$ cat src/rtl/cdi_pkg.sv
// shared constants and types for the card detect interrupt host port
package cdi_pkg;

    // clock and debounce timing
    localparam int CLK_PERIOD_NS = 50;
    localparam int DEBOUNCE_NS = 50000;
    localparam int DEBOUNCE_CNT_W = 10;
    // least time rounds up to whole cycles
    localparam logic [DEBOUNCE_CNT_W-1:0] DEBOUNCE_CYCLES =
        DEBOUNCE_CNT_W'((DEBOUNCE_NS + CLK_PERIOD_NS - 1) / CLK_PERIOD_NS);

    // positions inside the synchronised pin vector
    localparam int PIN_W = 8;
    localparam int PIN_CS_N = 0;
    localparam int PIN_PGM_N = 1;
    localparam int PIN_SEL_LO = 2;
    localparam int PIN_SEL_HI = 3;
    localparam int PIN_PROG_DATA = 4;
    localparam int PIN_BATT_OK = 5;
    localparam int PIN_CONV_OK = 6;
    localparam int PIN_CARD_SW = 7;
    // pin reset values: select idle high, switch open (pulled up)
    localparam logic [PIN_W-1:0] PIN_RST_VAL = 8'h83;

    // status output selection codes {sel_hi, sel_lo}
    localparam logic [1:0] SEL_PRESENCE = 2'h0;
    localparam logic [1:0] SEL_BATTERY = 2'h1;
    localparam logic [1:0] SEL_CONVERTER = 2'h2;
    // programming address that loads the detect polarity
    localparam logic [1:0] PROG_ADDR_POLARITY = 2'h3;

    // detect polarity: 0 = normally open, insertion on falling edge
    localparam logic POLARITY_RST = 1'b0;
    localparam logic STATUS_RST = 1'b0;

    // host access states
    typedef enum logic [1:0] {
        HOST_IDLE = 2'b00,
        HOST_NORMAL = 2'b01,
        HOST_PROG = 2'b10
    } cdi_host_state_t;

endpackage : cdi_pkg

$ cat src/rtl/cdi_host_port.sv
// card detect, interrupt and status port toward the host controller
`timescale 1ns/100ps

// Overview of operation
// - debounce detect input, then pull interrupt low
// - fifty microsecond filter on insertion and extraction
// - rising or falling detect edge per polarity
// - default normally open, falling edge inserts
// - interrupt released on next select rising edge following a fall with interrupt low
// - status high when card present, else low
// - programming accepted with card supply on or off
// - programming mode latched on select falling edge
// - battery and converter results share status output
// - interrupt level never affects device operation
// - one read clears interrupt and returns status
// - address and programming data captured on select rising edge
// - address and program select choose status source
module cdi_host_port
    import cdi_pkg::*;
(
    // clock and reset
    input wire logic ref_clk,
    input wire logic rst,
    // host control pins
    input wire logic unit_select_n,
    input wire logic program_select_n,
    input wire logic status_sel_lo,
    input wire logic status_sel_hi,
    input wire logic prog_data_in,
    // analog monitor results
    input wire logic battery_ok_in,
    input wire logic converter_ok_in,
    // card side switch
    input wire logic card_presence_switch_in,
    // host outputs
    output logic irq_n,
    output logic status_out,
    output logic card_present_out
);

    // synchronised pin vector
    logic [PIN_W-1:0] pins_raw; // pins gathered for the synchroniser
    logic [PIN_W-1:0] pins; // filtered, on ref_clk

    // short names for the synchronised pins
    logic cs_n; // unit select, active low
    logic pgm_n; // program select, active low
    logic [1:0] sel_now; // live status address
    logic prog_data; // programming data bit
    logic batt_ok; // battery check result
    logic conv_ok; // converter operating result

    // debounced card switch
    logic card_level; // stable switch level
    logic card_event; // one-cycle pulse on insertion or extraction

    // host access state
    cdi_host_state_t state;
    cdi_host_state_t next_state;
    logic cs_prev; // select one cycle back, for edges
    logic cs_fall; // select falling edge
    logic cs_rise; // select rising edge

    // captured and programmed values
    logic [1:0] captured_sel; // address taken at the last rising edge
    logic [1:0] next_captured_sel;
    logic polarity; // 1 = rising edge inserts
    logic next_polarity;

    // interrupt handshake
    logic ack_armed; // select went low while interrupt pending
    logic next_ack_armed;
    logic next_irq_n;

    // status path
    logic card_present; // presence after polarity
    logic next_status_out;
    logic next_card_present_out;

    // status source selection, shared by live and captured addresses;
    // codes other than battery and converter fall back to presence, so
    // an unused address still reads something meaningful
    function automatic logic cdi_status_pick(
        input logic [1:0] sel,
        input logic present,
        input logic batt,
        input logic conv
    );
        logic pick;
        pick = present;
        if (sel == SEL_BATTERY) begin
            pick = batt;
        end else if (sel == SEL_CONVERTER) begin
            pick = conv;
        end else begin
            pick = present; // presence on the remaining codes
        end
        return pick;
    endfunction : cdi_status_pick

    // gather pins in the package order; the order must match PIN_RST_VAL
    // so that each synchroniser flop resets to the idle level of its pin
    always_comb begin
        pins_raw = '0;
        pins_raw[PIN_CS_N] = unit_select_n;
        pins_raw[PIN_PGM_N] = program_select_n;
        pins_raw[PIN_SEL_LO] = status_sel_lo;
        pins_raw[PIN_SEL_HI] = status_sel_hi;
        pins_raw[PIN_PROG_DATA] = prog_data_in;
        pins_raw[PIN_BATT_OK] = battery_ok_in;
        pins_raw[PIN_CONV_OK] = converter_ok_in;
        pins_raw[PIN_CARD_SW] = card_presence_switch_in;
    end

    // every pin is asynchronous to ref_clk; a pin change reaches the logic
    // four edges later, and select edges need two cycles between them
    cdi_pin_sync #(
        .W(PIN_W),
        .RST_VAL(PIN_RST_VAL)
    ) u_pin_sync (
        .ref_clk(ref_clk),
        .rst(rst),
        .pin_in(pins_raw),
        .pin_out(pins)
    );

    // unpack synchronised pins
    always_comb begin
        cs_n = pins[PIN_CS_N];
        pgm_n = pins[PIN_PGM_N];
        sel_now = {pins[PIN_SEL_HI], pins[PIN_SEL_LO]};
        prog_data = pins[PIN_PROG_DATA];
        batt_ok = pins[PIN_BATT_OK];
        conv_ok = pins[PIN_CONV_OK];
    end

    // the switch is filtered before anything looks at it
    cdi_debounce u_debounce (
        .ref_clk(ref_clk),
        .rst(rst),
        .din(pins[PIN_CARD_SW]),
        .level(card_level),
        .changed(card_event)
    );

    // select edges from the accepted select level; a raw glitch that the
    // synchroniser never accepts produces no edge at all
    always_comb begin
        cs_fall = cs_prev & ~cs_n;
        cs_rise = ~cs_prev & cs_n;
    end

    // presence follows the programmed polarity; a reprogram flips the
    // reading but raises no interrupt, since only switch edges do
    always_comb begin
        card_present = ~(card_level ^ polarity);
    end

    // host access sequencing; the mode is decided once per select cycle,
    // a program select change while selected waits for the next fall
    always_comb begin
        next_state = state;
        case (state)
            HOST_IDLE: begin
                if (cs_fall) begin
                    // mode fixed here; program select may rise later
                    next_state = pgm_n ? HOST_NORMAL : HOST_PROG;
                end
            end
            HOST_NORMAL: begin
                if (cs_rise) begin
                    next_state = HOST_IDLE;
                end
            end
            HOST_PROG: begin
                if (cs_rise) begin
                    next_state = HOST_IDLE;
                end
            end
            default: begin
                next_state = HOST_IDLE;
            end
        endcase
    end

    // capture and programming on the select rising edge; programming
    // accesses to any other address pass without touching the polarity
    always_comb begin
        next_captured_sel = captured_sel;
        next_polarity = polarity;
        if (cs_rise && state != HOST_IDLE) begin
            next_captured_sel = sel_now;
            // no card supply term here: programming works powered or not
            if (state == HOST_PROG && sel_now == PROG_ADDR_POLARITY) begin
                next_polarity = prog_data;
            end
        end
    end

    // interrupt: set on a debounced event, released after a select cycle;
    // limitation: a select fall seen before irq_n drops does not arm, so
    // an access already under way cannot acknowledge a fresh event
    always_comb begin
        next_irq_n = irq_n;
        next_ack_armed = ack_armed;
        if (cs_fall && !irq_n) begin
            next_ack_armed = 1'b1;
        end
        if (cs_rise && ack_armed) begin
            // the same select cycle may also read status
            next_irq_n = 1'b1;
            next_ack_armed = 1'b0;
        end
        if (card_event) begin
            // a new event wins over a release in the same cycle and
            // needs its own select cycle to be acknowledged
            next_irq_n = 1'b0;
            next_ack_armed = 1'b0;
        end
    end

    // status output: live address while selected in normal mode,
    // captured address once deselected, held in programming mode;
    // trade-off: the captured source keeps tracking its live input, so a
    // later battery change shows without a new access
    always_comb begin
        next_status_out = status_out;
        next_card_present_out = card_present;
        case (state)
            HOST_NORMAL: begin
                if (!cs_n) begin
                    next_status_out = cdi_status_pick(sel_now, card_present,
                        batt_ok, conv_ok);
                end
            end
            HOST_IDLE: begin
                next_status_out = cdi_status_pick(captured_sel, card_present,
                    batt_ok, conv_ok);
            end
            HOST_PROG: begin
                next_status_out = status_out; // untouched while programming
            end
            default: begin
                next_status_out = status_out;
            end
        endcase
    end

    // select sequencing registers; cs_prev resets to the idle select
    // level so that no false edge follows reset
    always_ff @(posedge ref_clk) begin
        if (rst) begin
            state <= HOST_IDLE;
            cs_prev <= PIN_RST_VAL[PIN_CS_N];
        end else begin
            state <= next_state;
            cs_prev <= cs_n;
        end
    end

    // captured address and programmed polarity; the polarity survives
    // every select cycle that does not address it
    always_ff @(posedge ref_clk) begin
        if (rst) begin
            captured_sel <= SEL_PRESENCE;
            polarity <= POLARITY_RST;
        end else begin
            captured_sel <= next_captured_sel;
            polarity <= next_polarity;
        end
    end

    // irq_n drives only the pin; no logic here reads it besides its own
    // handshake, so it cannot disturb card activity
    always_ff @(posedge ref_clk) begin
        if (rst) begin
            ack_armed <= 1'b0;
            irq_n <= 1'b1; // released: no event seen yet
        end else begin
            ack_armed <= next_ack_armed;
            irq_n <= next_irq_n;
        end
    end

    // status pins; both come from flops so the host never sees a glitch
    // while the sources settle
    always_ff @(posedge ref_clk) begin
        if (rst) begin
            status_out <= STATUS_RST;
            card_present_out <= 1'b0;
        end else begin
            status_out <= next_status_out;
            card_present_out <= next_card_present_out;
        end
    end

endmodule : cdi_host_port

$ cat src/rtl/cdi_pin_sync.sv
// three-stage synchroniser for asynchronous pin inputs
`timescale 1ns/100ps
module cdi_pin_sync #(
    parameter int W = 1,
    parameter logic [W-1:0] RST_VAL = '0
) (
    // clock and reset
    input wire logic ref_clk,
    input wire logic rst,
    // pins and filtered result
    input wire logic [W-1:0] pin_in,
    output logic [W-1:0] pin_out
);

    logic [W-1:0] stage1; // only read by stage2
    logic [W-1:0] stage2; // second flop
    logic [W-1:0] stage3; // third flop
    logic [W-1:0] next_out; // accepted value

    genvar i;
    generate
        for (i = 0; i < W; i++) begin : g_bit
            // a change counts only once stages two and three agree
            always_comb begin
                next_out[i] = (stage2[i] == stage3[i]) ? stage3[i] : pin_out[i];
            end
        end
    endgenerate

    // register all stages
    always_ff @(posedge ref_clk) begin
        if (rst) begin
            stage1 <= RST_VAL;
            stage2 <= RST_VAL;
            stage3 <= RST_VAL;
            pin_out <= RST_VAL;
        end else begin
            stage1 <= pin_in;
            stage2 <= stage1;
            stage3 <= stage2;
            pin_out <= next_out;
        end
    end

endmodule : cdi_pin_sync

$ cat src/rtl/cdi_debounce.sv
// digital debounce filter for the card presence switch
`timescale 1ns/100ps
module cdi_debounce
    import cdi_pkg::*;
(
    // clock and reset
    input wire logic ref_clk,
    input wire logic rst,
    // synchronised raw level
    input wire logic din,
    // filtered level and change pulse
    output logic level,
    output logic changed
);

    logic [DEBOUNCE_CNT_W-1:0] stable_cnt; // cycles the new level has held
    logic [DEBOUNCE_CNT_W-1:0] next_stable_cnt;
    logic next_level;
    logic next_changed;

    // count while input differs; any return restarts the interval
    always_comb begin
        next_stable_cnt = '0;
        next_level = level;
        next_changed = 1'b0;
        if (din != level) begin
            if (stable_cnt == DEBOUNCE_CYCLES - 1'b1) begin
                // held for the full interval: accept it
                next_level = din;
                next_changed = 1'b1;
            end else begin
                next_stable_cnt = stable_cnt + 1'b1;
            end
        end
        // din equal to level: counter stays cleared, interval restarts
    end

    // register filter state; reset assumes an open switch
    always_ff @(posedge ref_clk) begin
        if (rst) begin
            stable_cnt <= '0;
            level <= PIN_RST_VAL[PIN_CARD_SW];
            changed <= 1'b0;
        end else begin
            stable_cnt <= next_stable_cnt;
            level <= next_level;
            changed <= next_changed;
        end
    end

endmodule : cdi_debounce

$ cat config.mk
export PLATFORM = sky130hd
export DESIGN_NAME = cdi_host_port
export DESIGN_NICKNAME = d
export VERILOG_FILES = /design/src/rtl/cdi_pkg.sv /design/src/rtl/cdi_host_port.sv /design/src/rtl/cdi_pin_sync.sv /design/src/rtl/cdi_debounce.sv
export SDC_FILE = /design/constraint.sdc
export NUM_CORES = 1
export LEC_CHECK = 0
export ABC_CLOCK_PERIOD_IN_PS = 3800
export BUFFER_PORTS_ARGS = -buffer_cell sky130_fd_sc_hd__buf_2
export CAP_MARGIN = 20
export CORE_MARGIN = 2
export CORE_UTILIZATION = 47
export CTS_CLUSTER_DIAMETER = 80
export CTS_CLUSTER_SIZE = 14
export DETAILED_ROUTE_END_ITERATION = 12
export HOLD_SLACK_MARGIN = 0.15
export PLACE_DENSITY_LB_ADDON = 0.08
export SLEW_MARGIN = 10
export SYNTH_ARGS = -nofsm -noshare
export SYNTH_HDL_FRONTEND = slang
export SYNTH_SLANG_ARGS = --single-unit
$ cat constraint.sdc
create_clock -name ref_clk -period 3.8 [get_ports ref_clk]
set_input_delay 0 -clock ref_clk [delete_from_list [all_inputs] [get_ports ref_clk]]
set_output_delay 0 -clock ref_clk [all_outputs]
set_load 0.02 [all_outputs]
# After elaboration in Yosys (flattened, before gate mapping)
# Index checks and enable logic that the tools add are counted.
[op_classes]
n_addsub = 1
n_eq_ne = 20
n_reduce_logical = 17
bitwise_logic = 7
muxes = 13
[op_table]
columns = ["op", "n"]
rows = [
  ["adder 10 x 1 -> 10 bit (second input constant)", 1],
  ["== test 10 bit (second input constant)", 1],
  ["== test 1 bit", 8],
  ["== test 2 bit (second input constant)", 4],
  ["two-way mux 1 bit", 8],
  ["AND reduction 2 bit", 4],
  ["== test 2 x 1 -> 1 bit (second input constant)", 3],
  ["two-way mux 2 bit", 3],
  ["nonzero test 2 bit", 3],
  ["OR reduction 3 bit", 2],
  ["logical AND 1 bit", 4],
  ["!= test 2 bit (second input constant)", 2],
  ["NOT 1 bit", 4],
  ["case mux 2 bit (2 select lines)", 1],
  ["OR reduction 2 bit", 2],
  ["AND 1 bit", 2],
  ["zero test 2 bit", 1],
  ["!= test 2 x 1 -> 1 bit (second input constant)", 1],
  ["case mux 1 bit (2 select lines)", 1],
  ["zero test 1 bit", 1],
  ["!= test 1 bit", 1],
  ["bitwise XOR 1 bit", 1],
]
[word_totals]
out_inout_bits = 3
wordCells = 80
register_bits = 54
in_bits = 10

# Depth between registers and ports, before layout
[depth]
ltp_word = 6
depth_mapped = 6
mapped_depth_nobuf = 6

# By module
# A second synthesis with hierarchy kept.
[unflattened]
cells_unflattened = 205
area_unflattened_um2 = 2015.7
[modules_own_cells]
columns = ["module", "cells_each", "seq_area_each_um2", "n_inst", "area_per_inst_um2"]
rows = [
  ["cdi_pin_sync", 83, 640.6, 1, 932.1],
  ["cdi_host_port", 65, 200.2, 1, 565.5],
  ["cdi_debounce", 57, 240.2, 1, 518.0],
]

# Worst setup path after synthesis
# Ideal clock, no wire load.
[synth_timing]
path_kind = "register -> register"
startpoint = "register state[0]"
endpoint = "register polarity"
setup_ns = 0.128
n_path_buf = 0
setup_slack_ns = 2.439
stages_incl_launch_ff = 7
t_required_ns = 3.672
arrival_ns = 1.234
period_less_slack_ns = 1.361
cell_sequence = "dfxtp_1 > inv_1 > ha_1 > nor3b_2 > nand4_1 > mux2i_1 > nor2_1"
[synth_via]
elab_chain_len = 3
word_cells_on_any_way = 5
classes_between = "eq/ne (1); reduce/logical (4)"
[synth_lines]
columns = ["element", "line_no", "rtl"]
rows = [
  ["from (decl)", "cdi_host_port.sv:58", "cdi_host_state_t state;"],
  ["from (signal assigned)", "cdi_host_port.sv:256", "state <= next_state;"],
  ["== test 2 bit or nonzero test 2 bit (tied branches)", "cdi_host_port.sv:194, cdi_host_port.sv:191", ""],
  ["logical AND 1 bit (on tied branches)", "cdi_host_port.sv:194, cdi_host_port.sv:191", ""],
  ["AND reduction 2 bit (no line) (*)", "--", ""],
  ["to (signal assigned)", "cdi_host_port.sv:269", "polarity <= next_polarity;"],
  ["to (decl)", "cdi_host_port.sv:67", "logic polarity;"],
]
# Mark *: on every way between the ends. The rest lies on a longest branch, timed or not.
# A chain may end at the register's enable or synchronous reset.

# Worst setup path in the final report
# Same ends and word-level chain as after synthesis.

==> impl_metrics.csv <==
group,metric,value,unit
timing,period_minus_slack,1.53,ns
placed_design,place.gp.congestion,0.827,
synth,synth_area,1940,µm²
final_layout,syn_to_final_growth,15.2,%
global_route,grt_pass1_vias,1267,
clocking,root_buffer,"clkbuf_8",
pwr,cellPowerDensity,435,nW/µm²
worst_hold_path,worstHoldPathType,"input pin to register",
global_route,track_usage,16.1,%
synth,async_flop_share,0,%
setup_path,critPathLaunchType,"register",
setup_path,r2r_cells,6,
floorplan,dieArea,4650,µm²
final_layout,final_common_cell,"dfxtp_1",
setup_path,crit_slowest_cell,"dfxtp_1",
setup_path,worst-path-stages,6,
clocking,ctsResizeCount,0,
clocking,cts_max_level,2,
pwr,max-vdd-ir-drop,0.266,mV
timing,worst_pin_slew,0.619,ns
clocking,numCtsBuffers,5,
synth,synth_top_area_share,55.8,%
timing,setup_tns,0,ns
drt,drc_errors,0,
placed_design,port_buffers,12,
synth,synth_edf_count,0,
floorplan,core.rowCount,23,
floorplan,die_h,68.2,µm
synth,yosysSeqAreaShare,55.8,%
timing,fmax,656,MHz
drt,ant_nets,0,
timing,hold_viol,0,
job,drv_cap,0,
final_layout,diodes,0,
floorplan,ios,13,
floorplan,core_region_area,3970,µm²
synth,synthesis.nets,214,
global_route,grt_overflow,0,
synth,synth-seq-cells,54,
synth,ys_top_cells_by_area,"dfxtp_1 (56%), nor2b_1 (4.8%), nor2_1 (3.7%), or2_2 (3.6%), o21ai_0 (3.4%)",
timing,finClkSkew,0.00545,ns
clocking,tritoncts,"yes",
drt,vias,1374,
placed_design,hpwl,2270,µm
setup_path,critPathRequiredTime,3.97,ns
clocking,clk_path_buf_depth,2,
setup_path,crit_arrival,1.69,ns
clocking,clk_pin_slew,0.09,ns
setup_path,cp-end-kind,"register",
global_route,grt_pass1_wl,5420,µm
global_route,grt_max_degree,40,
drt,drt_iter0_drc,77,
setup_path,worstSetupPathType,"register to register",
timing,slew_viol_final,0,
worst_hold_path,holdPathStages,2,
synth,synthCells,200,
final_layout,nNetsFinal,237,
timing,period_share,40.1,%
floorplan,die_w,68.2,µm
timing,rsz0062_at_grt,"no",
synth,synth_cell_types,35,
timing,slew_headroom,58.8,%
drt,routedWlPerCell,11.7,µm
setup_path,critPathBufInv,1,
floorplan,initial_core_util,48.8,%
placed_design,detailedPlace.worstSlack,2.29,ns
setup_path,path_cells,"inv_1 > ha_1 > nor3b_2 > nand4_1 > mux2i_1 > nor2_1",
setup_path,cp_top_family,"simple AND/OR/NAND/NOR gates",
drt,dr.pass1.iters,4,
setup_path,crit_path_max_fanout,5,
synth,synth_area_per_cell,9.68,µm²
synth,yosys.area.top_type,"dfxtp_1",
global_route,antenna_found_initial,0,
run_status,status,"complete, no violations",
drt,vias_per_cell,5.01,
timing,finalSetupViolCount,0,
clocking,clk_latency,0.30,ns
drt,drt-total-wl,3220,µm
clocking,clock-sinks,54,
setup_path,cpPeakStageDelay,0.38,ns
synth,ys.flop_type,"dfxtp_1",
final_layout,drive_gt1_share,15.6,%
synth,yosysWarnings,0,
pwr,p_leak,0.000859,µW
timing,finalWorstSetupSlack,2.27,ns
final_layout,num-fill-cells,357,
final_layout,final_cell_mix,"dfxtp_1 (54), nor2_1 (19), nor2b_1 (15), nand2_1 (13), o21ai_0 (13)",
## worst reg2reg max path, stage by stage, from the launching register on
cell     delay, ns
dfxtp_1       0.38
inv_1         0.08
ha_1          0.26
nor3b_2       0.33
nand4_1       0.15
mux2i_1       0.16
nor2_1        0.05
## flip-flops by register name, summed over array words and instances (netlist names)
register               count
irq_n                      1
u_pin_sync.stage2          8
card_present_out           1
u_pin_sync.stage1          8
u_debounce.level           1
u_debounce.stable_cnt     10
status_out                 1
u_pin_sync.pin_out         8
u_debounce.changed         1
u_pin_sync.stage3          8
ack_armed                  1
cs_prev                    1
polarity                   1
captured_sel               2
state                      2
## logic make-up (layout without fill, tap and decap cells)
group	Yosys count	after routing	synth area share (%)
flip-flops	54	54	55.8
adder cells (fa/ha/maj)	4	4	2.58
buffers and inverters	11	35	2.20
multiplexers	4	4	2.07
AO/OA/AOI/OAI	34	34	10.1
XOR/XNOR	9	9	4.07
AND/OR/NAND/NOR	84	84	23.2
## power breakdown
group          switching, µW  internal, µW
Sequential              4.00           576
Clock                    172           194
Combinational           11.1          15.1
Total                    187           785
## layout make-up
| type | instances | area, µm² | area share (%) |
|---|---|---|---|
| clock buffers | 5 | 68.8 | 3.08 |
| multi-input cells | 135 | 813 | 36.4 |
| well taps | 50 | 62.6 | 2.80 |
| repair buffers | 20 | 140 | 6.28 |
| clock inverters | 3 | 40.0 | 1.79 |
| flip-flops and latches | 54 | 1080 | 48.4 |
| inverters | 7 | 26.3 | 1.18 |
## routing by layer
| layer | vias up | GRT usage (%) | share of wire [%] |
|---|---|---|---|
| met3 | 5 | 5.59 | 3.8 |
| met4 | 0 | 7.50 | 1.2 |
| met1 | 631 | 19.0 | 47 |
| li1 | 719 | - | - |
| met2 | 19 | 26.1 | 48 |
| met5 | - | 0 | 0 |
## path summary, 6_finish.rpt
kind,slack [ns],startpoint,endpoint
worst min register to register,0.42,u_debounce.changed,ack_armed
worst max-delay path,2.27,state[0],polarity
worst max register to register,2.27,state[0],polarity
worst min-delay path,0.20,rst,polarity
## Yosys cell counts, types with 2 or more instances
cell type / number
a21o_1: 2
a21oi_1: 12
a31oi_1: 2
and3_1: 3
clkbuf_1: 2
dfxtp_1: 54
ha_1: 4
inv_1: 7
mux2i_1: 4
nand2_1: 13
nand2b_1: 2
nand3_1: 7
nand3b_1: 2
nand4_1: 3
nor2_1: 19
nor2b_1: 15
o211ai_1: 2
o21ai_0: 13
or2_2: 11
xnor2_1: 3
xor2_1: 6
## what timing repair did
action                    in CTS  in global routing
hold buffers                   8                  0
buffers inserted               0                  0
hold endpoints to repair       8                  0
## per-stage QoR
stage / std cells / power [µW] / hold WS [ns] / cell area [µm²] / util [%]
floorplan: 200 / 606 / 0.104 / 1940 / -
global placement: 258 / 612 / 0.185 / 2040 / 51.4
detailed placement: 258 / 613 / 0.185 / 2040 / 51.4
CTS: 274 / 983 / 0.196 / 2230 / 56.2
global route: 274 / 1020 / 0.237 / 2230 / 56.2
finish: 274 / 972 / 0.204 / 2230 / 56.2
No activity file was read; power rests on OpenSTA's default activity.
